==> config.mk <==
export PLATFORM = sky130hd
export DESIGN_NAME = ppmc_top
export DESIGN_NICKNAME = d
export VERILOG_FILES = /design/src/ppmc_pkg.sv /design/src/ppmc_top.sv
export SDC_FILE = /design/constraint.sdc
export NUM_CORES = 2
export LEC_CHECK = 0
export BUFFER_PORTS_ARGS = -buffer_cell sky130_fd_sc_hd__clkbuf_2
export CAP_MARGIN = 20
export CORE_MARGIN = 2
export CORE_UTILIZATION = 35
export CTS_CLUSTER_DIAMETER = 50
export CTS_CLUSTER_SIZE = 24
export DETAILED_ROUTE_END_ITERATION = 8
export PLACE_DENSITY_LB_ADDON = 0.05
export SLEW_MARGIN = 0
export SYNTH_ARGS = -nofsm -noshare
export SYNTH_HDL_FRONTEND = slang
export SYNTH_SLANG_ARGS = --single-unit
export TNS_END_PERCENT = 1
==> constraint.sdc <==
create_clock -name I_REF_CLK -period 20.2 [get_ports I_REF_CLK]
set_clock_uncertainty 0.15 [all_clocks]
set_input_delay 3.03 -clock I_REF_CLK [delete_from_list [all_inputs] [get_ports I_REF_CLK]]
set_output_delay 3.03 -clock I_REF_CLK [all_outputs]
set_load 0.01 [all_outputs]
==> src/ppmc_pkg.sv <==
// Constants, register map and types for the port power monitor/control block
package ppmc_pkg;
	// ----------------------------------------------------------------
	// Geometry
	// ----------------------------------------------------------------
	localparam int NPORT = 8;
	localparam int NSIG = 17;
	localparam int SUPPLY_SIG = 16;
	localparam int CW = 25;
	localparam int FAULT_RUN = 3;
	// ----------------------------------------------------------------
	// Timing
	// ----------------------------------------------------------------
	localparam int CLK_PERIOD_NS = 5;
	localparam int CONV_TIME_NS = 140000;
	localparam int TRIP_TIME_NS = 1000000;
	localparam int RECOVERY_TIME_NS = 70000000;
	localparam int CYCLE_TIME_NS = 100000000;
	// ----------------------------------------------------------------
	// Register word indices (byte address = index * 4)
	// ----------------------------------------------------------------
	localparam logic [5:0] IDX_CTRL = 6'h00;
	localparam logic [5:0] IDX_STATUS = 6'h01;
	localparam logic [5:0] IDX_PORT_EN = 6'h02;
	localparam logic [5:0] IDX_MODE = 6'h03;
	localparam logic [5:0] IDX_OC_FLAG = 6'h04;
	localparam logic [5:0] IDX_FAULT = 6'h05;
	localparam logic [5:0] IDX_OV_THR = 6'h06;
	localparam logic [5:0] IDX_LIMIT0 = 6'h08;
	localparam logic [5:0] IDX_AVG0 = 6'h10;
	// ----------------------------------------------------------------
	// Reset values
	// ----------------------------------------------------------------
	localparam logic [7:0] PORT_EN_RST = 8'hFF;
	localparam logic [15:0] LIMIT_RST = 16'h0FFF;
	localparam logic [15:0] OV_THR_RST = 16'h02A3;
	localparam logic [1:0] RESP_OKAY = 2'h0;
	localparam logic [1:0] RESP_DECERR = 2'h3;
	// ----------------------------------------------------------------
	// Types
	// ----------------------------------------------------------------
	typedef enum logic [1:0] {MODE_SDP, MODE_CDP, MODE_CDP_DCP, MODE_DCP} ppmc_mode_t;
	typedef struct packed {
		logic up_manual_sel;
		logic up_auto;
		logic auto_toggle;
	} ppmc_ctrl_t;
	localparam ppmc_ctrl_t CTRL_RST = '{up_manual_sel: 1'b0, up_auto: 1'b1, auto_toggle: 1'b1};
endpackage : ppmc_pkg

==> src/ppmc_top.sv <==
// Port power monitor/control block with AXI4-Lite register slave
`timescale 1ns/100ps
// Overview of operation
// - With upstream enumerated offer SDP and CDP; otherwise only DCP.
// - Auto VBUS toggling on after reset; software can switch it off.
// - Auto toggle on: SDP, CDP and CDP/DCP ports power-cycle on any enumeration change.
// - SDP port loses VBUS while not enumerated; regains it on enumeration.
// - CDP/DCP port acts CDP when enumerated, DCP when not.
// - Sample voltage and current of all eight ports plus supply voltage.
// - Voltage then current per port, sequenced across ports; 140 us each.
// - New output = old output plus (sample minus old output) over four.
// - After each update the sequence moves to the next signal.
// - Step response within 10% after 8 samples, 1% after 16.
// - Any raw current sample above the port limit trips the port.
// - Trip sets the overcurrent flag, power drops after the trip delay.
// - Three consecutive overvoltage or negative-current samples cut VBUS.
// - After the fault clears VBUS returns after the recovery delay.
// - Control port is full-speed management only, never hub traffic.
// - Control cable attached: management only there; upstream hub only.
// - Control port unused: management shares the active upstream link.
// - One upstream active; chosen by software or automatically.
// - Automatic selection prefers the primary upstream port when connected.
module ppmc_top #(
	parameter int CONV_CYCLES = ppmc_pkg::CONV_TIME_NS / ppmc_pkg::CLK_PERIOD_NS,
	parameter int TRIP_CYCLES = ppmc_pkg::TRIP_TIME_NS / ppmc_pkg::CLK_PERIOD_NS,
	parameter int RECOVERY_CYCLES = ppmc_pkg::RECOVERY_TIME_NS / ppmc_pkg::CLK_PERIOD_NS,
	parameter int CYCLE_CYCLES = ppmc_pkg::CYCLE_TIME_NS / ppmc_pkg::CLK_PERIOD_NS
) (
	input wire logic I_REF_CLK,
	input wire logic I_ARST_N,
	input wire logic i_AWVALID,
	output logic o_AWREADY,
	input wire logic [7:0] i_AWADDR,
	input wire logic i_WVALID,
	output logic o_WREADY,
	input wire logic [31:0] i_WDATA,
	input wire logic [3:0] i_WSTRB,
	output logic o_BVALID,
	input wire logic i_BREADY,
	output logic [1:0] o_BRESP,
	input wire logic i_ARVALID,
	output logic o_ARREADY,
	input wire logic [7:0] i_ARADDR,
	output logic o_RVALID,
	input wire logic i_RREADY,
	output logic [31:0] o_RDATA,
	output logic [1:0] o_RRESP,
	input wire logic i_UP_ENUM,
	input wire logic i_PRIMARY_UPSTREAM_PORT_CONN,
	input wire logic i_SECONDARY_UPSTREAM_PORT_CONN,
	input wire logic i_CTRL_PORT_CONN,
	input wire logic signed [15:0] i_ADC_DATA,
	output logic [4:0] o_ADC_CHAN,
	output logic o_ADC_START,
	output logic [7:0] o_VBUS_EN,
	output logic [15:0] o_CHG_MODE,
	output logic o_UP_SEL,
	output logic o_MGMT_ON_CTRL,
	output logic o_MGMT_ON_UPSTREAM
);
	// ----------------------------------------------------------------
	// Helpers
	// ----------------------------------------------------------------
	function automatic logic signed [15:0] filt(input logic signed [15:0] prev, input logic signed [15:0] smp);
		logic signed [16:0] d;
		d = {smp[15], smp} - {prev[15], prev};
		return prev + 16'(d >>> 2);
	endfunction : filt

	function automatic logic [31:0] strb(input logic [31:0] old, input logic [31:0] nw, input logic [3:0] s);
		logic [31:0] r;
		r = old;
		for (int b = 0; b < 4; b++)
			if (s[b])
				r[b*8 +: 8] = nw[b*8 +: 8];
		return r;
	endfunction : strb

	// ----------------------------------------------------------------
	// State
	// ----------------------------------------------------------------
	ppmc_pkg::ppmc_ctrl_t ctrl;
	logic [7:0] port_en;
	logic [15:0] mode;
	logic [7:0] oc_flag;
	logic [7:0] oc_off;
	logic [15:0] ov_thr;
	logic [15:0] limit [ppmc_pkg::NPORT];
	logic signed [15:0] avg [ppmc_pkg::NSIG];
	logic [ppmc_pkg::CW-1:0] oc_tmr [ppmc_pkg::NPORT];
	logic [ppmc_pkg::CW-1:0] rec_tmr [ppmc_pkg::NPORT];
	logic [1:0] ovc [ppmc_pkg::NPORT];
	logic [1:0] rcc [ppmc_pkg::NPORT];
	logic [7:0] rec_on;
	logic [ppmc_pkg::CW-1:0] conv_cnt;
	logic [4:0] seq;
	logic enum_q;
	logic cyc_on;
	logic [ppmc_pkg::CW-1:0] cyc_cnt;
	logic aw_got;
	logic w_got;
	logic [5:0] aw_idx;
	logic [31:0] wdat;
	logic [3:0] wstb;

	// ----------------------------------------------------------------
	// Decode
	// ----------------------------------------------------------------
	wire tick = conv_cnt == ppmc_pkg::CW'(CONV_CYCLES - 1);
	wire is_sup = seq == 5'(ppmc_pkg::SUPPLY_SIG);
	wire is_cur = seq[0] & ~is_sup;
	wire [2:0] sport = seq[3:1];
	wire port_tick = tick & ~is_sup;
	wire over_lim = is_cur & (i_ADC_DATA > $signed({1'b0, limit[sport]}));
	wire bad_v = ~is_cur & (i_ADC_DATA > $signed({1'b0, ov_thr}));
	wire bad_i = is_cur & (i_ADC_DATA < 0);
	wire enum_chg = i_UP_ENUM != enum_q;
	wire do_wr = aw_got & w_got & ~o_BVALID;
	wire wr_oc = do_wr & (aw_idx == ppmc_pkg::IDX_OC_FLAG);
	wire [7:0] oc_clr = wr_oc & wstb[0] ? wdat[7:0] : 8'h00;
	wire [7:0] oc_set = port_tick & over_lim ? 8'h01 << sport : 8'h00;
	wire [5:0] ar_idx = i_ARADDR[7:2];
	wire up_pick = ctrl.up_auto ? ~i_PRIMARY_UPSTREAM_PORT_CONN & i_SECONDARY_UPSTREAM_PORT_CONN
		: ctrl.up_manual_sel;
	logic [7:0] fault;
	logic [7:0] vbus;
	logic [15:0] eff_mode;
	logic [31:0] rd_word;
	logic rd_ok;

	// ----------------------------------------------------------------
	// Port power and charging mode
	// ----------------------------------------------------------------
	always_comb
	begin
		for (int p = 0; p < ppmc_pkg::NPORT; p++)
		begin
			fault[p] = ovc[p] == 2'(ppmc_pkg::FAULT_RUN) || rcc[p] == 2'(ppmc_pkg::FAULT_RUN);
			case (ppmc_pkg::ppmc_mode_t'(mode[p*2 +: 2]))
				ppmc_pkg::MODE_SDP: eff_mode[p*2 +: 2] = i_UP_ENUM ? ppmc_pkg::MODE_SDP
					: ppmc_pkg::MODE_DCP;
				ppmc_pkg::MODE_CDP, ppmc_pkg::MODE_CDP_DCP: eff_mode[p*2 +: 2] = i_UP_ENUM
					? ppmc_pkg::MODE_CDP : ppmc_pkg::MODE_DCP;
				default: eff_mode[p*2 +: 2] = ppmc_pkg::MODE_DCP;
			endcase
			vbus[p] = port_en[p] & ~oc_off[p] & ~fault[p] & ~rec_on[p]
				& ~(mode[p*2 +: 2] == ppmc_pkg::MODE_SDP & ~i_UP_ENUM)
				& ~(cyc_on & mode[p*2 +: 2] != ppmc_pkg::MODE_DCP);
		end
	end

	// ----------------------------------------------------------------
	// Measurement sequencer and filter
	// ----------------------------------------------------------------
	always_ff @(posedge I_REF_CLK or negedge I_ARST_N)
	begin
		if (!I_ARST_N)
		begin
			conv_cnt <= '0;
			seq <= '0;
			o_ADC_START <= 1'b0;
			o_ADC_CHAN <= '0;
			for (int k = 0; k < ppmc_pkg::NSIG; k++)
				avg[k] <= '0;
		end
		else
		begin
			conv_cnt <= tick ? '0 : conv_cnt + 1'b1;
			o_ADC_START <= tick;
			if (tick)
			begin
				avg[seq] <= filt(avg[seq], i_ADC_DATA);
				seq <= is_sup ? '0 : seq + 1'b1;
				o_ADC_CHAN <= is_sup ? '0 : seq + 1'b1;
			end
		end
	end

	// ----------------------------------------------------------------
	// Overcurrent, overvoltage and reverse current
	// ----------------------------------------------------------------
	always_ff @(posedge I_REF_CLK or negedge I_ARST_N)
	begin
		if (!I_ARST_N)
		begin
			oc_flag <= '0;
			oc_off <= '0;
			rec_on <= '0;
			for (int p = 0; p < ppmc_pkg::NPORT; p++)
			begin
				oc_tmr[p] <= '0;
				rec_tmr[p] <= '0;
				ovc[p] <= '0;
				rcc[p] <= '0;
			end
		end
		else
		begin
			oc_flag <= (oc_flag & ~oc_clr) | oc_set;
			for (int p = 0; p < ppmc_pkg::NPORT; p++)
			begin
				if (!oc_flag[p] || oc_off[p])
					oc_tmr[p] <= '0;
				else if (oc_tmr[p] == ppmc_pkg::CW'(TRIP_CYCLES - 1))
					oc_off[p] <= 1'b1;
				else
					oc_tmr[p] <= oc_tmr[p] + 1'b1;
				if (oc_clr[p] && !oc_set[p])
					oc_off[p] <= 1'b0;
				if (port_tick && sport == 3'(p))
				begin
					if (!is_cur)
						ovc[p] <= !bad_v ? 2'h0 : fault[p] ? ovc[p] : ovc[p] + 1'b1;
					else
						rcc[p] <= !bad_i ? 2'h0 : fault[p] ? rcc[p] : rcc[p] + 1'b1;
				end
				if (fault[p])
				begin
					rec_on[p] <= 1'b1;
					rec_tmr[p] <= '0;
				end
				else if (rec_on[p])
				begin
					rec_tmr[p] <= rec_tmr[p] + 1'b1;
					if (rec_tmr[p] == ppmc_pkg::CW'(RECOVERY_CYCLES - 1))
						rec_on[p] <= 1'b0;
				end
			end
		end
	end

	// ----------------------------------------------------------------
	// Automatic power cycling on enumeration change
	// ----------------------------------------------------------------
	always_ff @(posedge I_REF_CLK or negedge I_ARST_N)
	begin
		if (!I_ARST_N)
		begin
			enum_q <= 1'b0;
			cyc_on <= 1'b0;
			cyc_cnt <= '0;
		end
		else
		begin
			enum_q <= i_UP_ENUM;
			if (enum_chg && ctrl.auto_toggle)
			begin
				cyc_on <= 1'b1;
				cyc_cnt <= '0;
			end
			else if (cyc_on)
			begin
				cyc_cnt <= cyc_cnt + 1'b1;
				if (cyc_cnt == ppmc_pkg::CW'(CYCLE_CYCLES - 1))
					cyc_on <= 1'b0;
			end
		end
	end

	// ----------------------------------------------------------------
	// Outputs
	// ----------------------------------------------------------------
	always_ff @(posedge I_REF_CLK or negedge I_ARST_N)
	begin
		if (!I_ARST_N)
		begin
			o_VBUS_EN <= '0;
			o_CHG_MODE <= '0;
			o_UP_SEL <= 1'b0;
			o_MGMT_ON_CTRL <= 1'b0;
			o_MGMT_ON_UPSTREAM <= 1'b0;
		end
		else
		begin
			o_VBUS_EN <= vbus;
			o_CHG_MODE <= eff_mode;
			o_UP_SEL <= up_pick;
			o_MGMT_ON_CTRL <= i_CTRL_PORT_CONN;
			o_MGMT_ON_UPSTREAM <= ~i_CTRL_PORT_CONN;
		end
	end

	// ----------------------------------------------------------------
	// AXI4-Lite write side
	// ----------------------------------------------------------------
	assign o_AWREADY = ~aw_got & ~o_BVALID;
	assign o_WREADY = ~w_got & ~o_BVALID;
	wire wr_map = aw_idx <= ppmc_pkg::IDX_OV_THR & aw_idx != ppmc_pkg::IDX_STATUS
		& aw_idx != ppmc_pkg::IDX_FAULT | aw_idx[5:3] == ppmc_pkg::IDX_LIMIT0[5:3];

	always_ff @(posedge I_REF_CLK or negedge I_ARST_N)
	begin
		if (!I_ARST_N)
		begin
			aw_got <= 1'b0;
			w_got <= 1'b0;
			aw_idx <= '0;
			wdat <= '0;
			wstb <= '0;
			o_BVALID <= 1'b0;
			o_BRESP <= ppmc_pkg::RESP_OKAY;
			ctrl <= ppmc_pkg::CTRL_RST;
			port_en <= ppmc_pkg::PORT_EN_RST;
			mode <= '0;
			ov_thr <= ppmc_pkg::OV_THR_RST;
			for (int p = 0; p < ppmc_pkg::NPORT; p++)
				limit[p] <= ppmc_pkg::LIMIT_RST;
		end
		else
		begin
			if (i_AWVALID && o_AWREADY)
			begin
				aw_got <= 1'b1;
				aw_idx <= i_AWADDR[7:2];
			end
			if (i_WVALID && o_WREADY)
			begin
				w_got <= 1'b1;
				wdat <= i_WDATA;
				wstb <= i_WSTRB;
			end
			if (do_wr)
			begin
				aw_got <= 1'b0;
				w_got <= 1'b0;
				o_BVALID <= 1'b1;
				o_BRESP <= wr_map ? ppmc_pkg::RESP_OKAY : ppmc_pkg::RESP_DECERR;
				case (aw_idx)
					ppmc_pkg::IDX_CTRL: ctrl <= 3'(strb(32'(ctrl), wdat, wstb));
					ppmc_pkg::IDX_PORT_EN: port_en <= 8'(strb(32'(port_en), wdat, wstb));
					ppmc_pkg::IDX_MODE: mode <= 16'(strb(32'(mode), wdat, wstb));
					ppmc_pkg::IDX_OV_THR: ov_thr <= 16'(strb(32'(ov_thr), wdat, wstb));
					default:
						if (aw_idx[5:3] == ppmc_pkg::IDX_LIMIT0[5:3])
							limit[aw_idx[2:0]] <= 16'(strb(32'(limit[aw_idx[2:0]]), wdat, wstb));
				endcase
			end
			else if (o_BVALID && i_BREADY)
				o_BVALID <= 1'b0;
		end
	end

	// ----------------------------------------------------------------
	// AXI4-Lite read side
	// ----------------------------------------------------------------
	assign o_ARREADY = ~o_RVALID;
	wire [5:0] avg_off = ar_idx - ppmc_pkg::IDX_AVG0;

	always_comb
	begin
		rd_word = '0;
		rd_ok = 1'b1;
		case (ar_idx)
			ppmc_pkg::IDX_CTRL: rd_word = 32'(ctrl);
			ppmc_pkg::IDX_STATUS: rd_word = {27'h0, cyc_on, i_CTRL_PORT_CONN, o_UP_SEL, i_UP_ENUM, 1'b0} >> 1;
			ppmc_pkg::IDX_PORT_EN: rd_word = 32'(port_en);
			ppmc_pkg::IDX_MODE: rd_word = 32'(mode);
			ppmc_pkg::IDX_OC_FLAG: rd_word = 32'(oc_flag);
			ppmc_pkg::IDX_FAULT: rd_word = {8'h0, o_VBUS_EN, rec_on, fault};
			ppmc_pkg::IDX_OV_THR: rd_word = 32'(ov_thr);
			default:
				if (ar_idx[5:3] == ppmc_pkg::IDX_LIMIT0[5:3])
					rd_word = 32'(limit[ar_idx[2:0]]);
				else if (ar_idx >= ppmc_pkg::IDX_AVG0 && avg_off < 6'(ppmc_pkg::NSIG))
					rd_word = 32'(avg[avg_off[4:0]]);
				else
					rd_ok = 1'b0;
		endcase
	end

	always_ff @(posedge I_REF_CLK or negedge I_ARST_N)
	begin
		if (!I_ARST_N)
		begin
			o_RVALID <= 1'b0;
			o_RDATA <= '0;
			o_RRESP <= ppmc_pkg::RESP_OKAY;
		end
		else if (i_ARVALID && o_ARREADY)
		begin
			o_RVALID <= 1'b1;
			o_RDATA <= rd_word;
			o_RRESP <= rd_ok ? ppmc_pkg::RESP_OKAY : ppmc_pkg::RESP_DECERR;
		end
		else if (o_RVALID && i_RREADY)
			o_RVALID <= 1'b0;
	end
endmodule : ppmc_top

==> impl_metrics.env <==
export IMPL_outcome="completed"
export IMPL_hold_viol=0
export IMPL_route_detailed_drc=0
export IMPL_final_cell_mix="923 x dfrtp_1, 654 x nand2_1, 523 x nor2_1"
export IMPL_cts_sinks=1039
export IMPL_crit_type="register to register"
export IMPL_syn_avg_cell_area_sq_um=10.5
export IMPL_fin_tns_setup_ns=0
export IMPL_grt_pass1_wl_um=253000
export IMPL_cts_hold_buf=0
export IMPL_synth_edf_count=0
export IMPL_crit_path_max_incr_delay_ns=1.00
export IMPL_setup_violations=0
export IMPL_worst_ep_arrival_time_ns=8.29
export IMPL_io_pins=153
export IMPL_design_die_area_sq_um=159000
export IMPL_crit_fanout=40
export IMPL_cts_inserted_buffers=149
export IMPL_r2r_cells=24
export IMPL_area_delta_synth_final_pct=15.7
export IMPL_drive_gt1_frac=0.205
export IMPL_antenna_left=0
export IMPL_ir_drop_mv=0.0864
export IMPL_r2r_end="avg[255]"
export IMPL_finalCritPeriodShare=0.387
export IMPL_ys_async_sr_fraction=1.00
export IMPL_crit_buf_inv=1
export IMPL_num_nets_final=5492
export IMPL_via_count=39600
export IMPL_drt_iter0_drc=2328
export IMPL_layout_commonest_cell="dfrtp_1"
export IMPL_seq_area_sq_um=26200
export IMPL_multi_input_area_sq_um=27000
export IMPL_cts_resized=0
export IMPL_rsz0062_at_grt="no"
export IMPL_relSlewSlack=0.271
export IMPL_drv_cap=0
export IMPL_startpoint_type="register"
export IMPL_vias_per_cell=5.31
export IMPL_grt_util_all_layers=0.209
export IMPL_placed_area_sq_um=57700
export IMPL_hold_path_class="register to register"
export IMPL_final_min_clock_period_ns=7.81
export IMPL_leakagePower_nw=26.9
export IMPL_wl_per_cell_um=22.0
export IMPL_cp_end_kind="register"
export IMPL_insertion_delay_ns=0.79
export IMPL_crit_top_cell="a21oi_1"
export IMPL_cts_tree="yes"
export IMPL_grt_overflow_total=0
export IMPL_die_width_um=399
export IMPL_start_util=0.353
export IMPL_hold_path_end="o_RDATA[1]"
export IMPL_crit_chain="buf_4 -> mux4_2 -> nand2_1 -> a21oi_1 -> a211oi_1 -> ha_1 -> nor2b_1 -> nor2_1 -> o41ai_2 -> and2_1 -> nor2_1 -> o21ai_0 -> a21oi_1 -> xnor2_1 -> ha_1 -> a21oi_1 -> nor2_1 -> a41oi_1 -> o2bb2ai_1 -> o2111a_1 -> a21oi_1 -> xnor2_1 -> xnor2_2 -> o21ai_1"
export IMPL_syn_inst=5174
export IMPL_final_cells=7463
export IMPL_htree_levels=4
export IMPL_core_area_sq_um=154000
export IMPL_worstMarginPinSlew_ns=1.09
export IMPL_wl_um=164000
export IMPL_netlist_cell_type_count=75
export IMPL_gp_congestion=0.813
export IMPL_timing_fmax_ghz=0.128
export IMPL_post_cts_buffers=0
export IMPL_min_from="o_RDATA[1]"
export IMPL_p_per_area_nw_per_um2=103
export IMPL_grt_max_degree=157
export IMPL_ys_ff_latch=1039
export IMPL_rr_startpoint="seq[0]"
export IMPL_final_area_sq_um=63200
export IMPL_synth_fp_nets=5376
export IMPL_maxSlewViolCount=0
export IMPL_worstPathRequired_ns=20.68
export IMPL_synth_seq_area_share=0.479
export IMPL_syn_area_sq_um=54600
export IMPL_whs_path_depth=2
export IMPL_synth_ff_type="dfrtp_1"
export IMPL_port_buffers=130
export IMPL_hpwlAfterDp_um=107000
export IMPL_slowest_stage="dfrtp_4"
export IMPL_cts_buffer_depth=3
export IMPL_root_buffer="clkbuf_16"
export IMPL_r2r_setup_slack_ns=12.39
export IMPL_clkTransAtPathRegs_ns=0.06
export IMPL_first_pass_iters=6
export IMPL_grt_pass1_vias=39700
export IMPL_num_rows=144
export IMPL_finalPower_mw=6.52
export IMPL_die_h_um=399
export IMPL_crit_family="compound AO/OA/AOI/OAI gates"
export IMPL_fill_cells=15000
export IMPL_post_place_cells=7182
export IMPL_antenna_found_initial=5
export IMPL_yosysWarnings=0
-- flip-flops by register name, indices dropped and copies added (netlist names), 2 cells and up --
| register | count |
|---|---|
| wdat | 16 |
| mode | 16 |
| ctrl | 3 |
| ov_thr | 16 |
| avg | 272 |
| o_RDATA | 25 |
| cyc_cnt | 25 |
| o_CHG_MODE | 16 |
| rec_on | 8 |
| oc_tmr | 200 |
| wstb | 2 |
| aw_idx | 6 |
| o_VBUS_EN | 8 |
| seq | 5 |
| rec_tmr | 200 |
| oc_flag | 8 |
| limit | 128 |
| ovc | 16 |
| conv_cnt | 25 |
| oc_off | 8 |
| rcc | 16 |
| port_en | 8 |
-- worst reg2reg max path, cell delays in order, from the launching register on --
cell	delay [ns]
dfrtp_4	1.00
buf_4	0.84
mux4_2	0.62
nand2_1	0.08
a21oi_1	0.07
a211oi_1	0.68
ha_1	0.40
nor2b_1	0.16
nor2_1	0.11
o41ai_2	0.11
and2_1	0.20
nor2_1	0.21
o21ai_0	0.14
a21oi_1	0.19
xnor2_1	0.15
ha_1	0.33
a21oi_1	0.17
nor2_1	0.05
a41oi_1	0.29
o2bb2ai_1	0.21
o2111a_1	0.29
a21oi_1	0.09
xnor2_1	0.16
xnor2_2	0.78
o21ai_1	0.18
-- per-layer routing --
layer	GRT usage	share of wire	vias up
met3	0.0353	0.046	247
met4	0.0604	0.025	4
li1	-	-	18700
met1	0.296	0.47	20000
met5	0	0.00018	-
met2	0.328	0.46	714
-- cell type report --
type                    instances  area share
diodes                          2   0.0000792
clock buffers                 177      0.0634
clock inverters               101      0.0235
inverters                     127     0.00755
multi-input cells            3741       0.427
flip-flops and latches       1039       0.414
well taps                    2044      0.0405
repair buffers                232      0.0235
-- Yosys cell counts, types with 36 or more instances --
master      n  area (sq um)
dfrtp_1   928         23200
nand2_1   655          2460
nor2_1    525          1970
o21ai_0   344          1720
xor2_1    269          2360
mux4_2    238          5360
mux2_2    220          2480
nand3_1   213          1070
clkbuf_1  200           751
a21oi_1   157           786
inv_1     123           462
ha_1      122          1530
nand4_1   122           763
xnor2_1   120          1050
dfstp_2   111          2920
mux2i_1    85           851
or3_1      80           500
nor3_1     77           385
and3_1     71           444
nor4_1     53           332
buf_1      47           176
o21ai_1    40           200
nor2b_1    36           225
-- how the worst max path moves through the flow --
stage                       start        to  slack [ns]  depth (start not counted)
finish                     seq[0]  avg[255]       12.39                         24
global route               seq[0]   avg[60]       11.81                         23
CTS                        seq[0]  avg[255]       12.31                         24
detailed placement         seq[0]  avg[255]       12.34                         24
global placement           seq[0]  avg[124]       11.99                         22
floorplan           i_ADC_DATA[1]  avg[110]       13.27                         19
-- power breakdown --
group / internal [mW] / switching, mW / total [mW]
Combinational: 0.442 / 0.588 / 1.03
Sequential: 2.35 / 0.275 / 2.62
Clock: 1.77 / 1.10 / 2.87
-- cells by family (layout without fill, tap and decap cells) --
family                   after synthesis  count (layout)  share of synthesized area
flip-flops                          1039            1039                      0.479
buffers and inverters                394             637                     0.0281
adder cells (fa/ha/maj)              123             123                     0.0283
multiplexers                         543             543                      0.159
AND/OR/NAND/NOR                     1968            1968                      0.168
XOR/XNOR                             390             390                     0.0627
AO/OA/AOI/OAI                        717             717                     0.0745
other                                  0               2                          0
-- per-stage QoR --
| stage | hold WS [ns] | utilization | setup slack, ns |
|---|---|---|---|
| after floorplan | 0.303 | - | 13.27 |
| final | 0.333 | 0.409 | 12.39 |
| after CTS | 0.338 | 0.409 | 12.31 |
| after global routing | 0.350 | 0.409 | 11.81 |
| after detailed placement | 0.323 | 0.373 | 12.34 |
| after global placement | 0.313 | 0.373 | 11.99 |
Power figures use the tool's default switching activity.
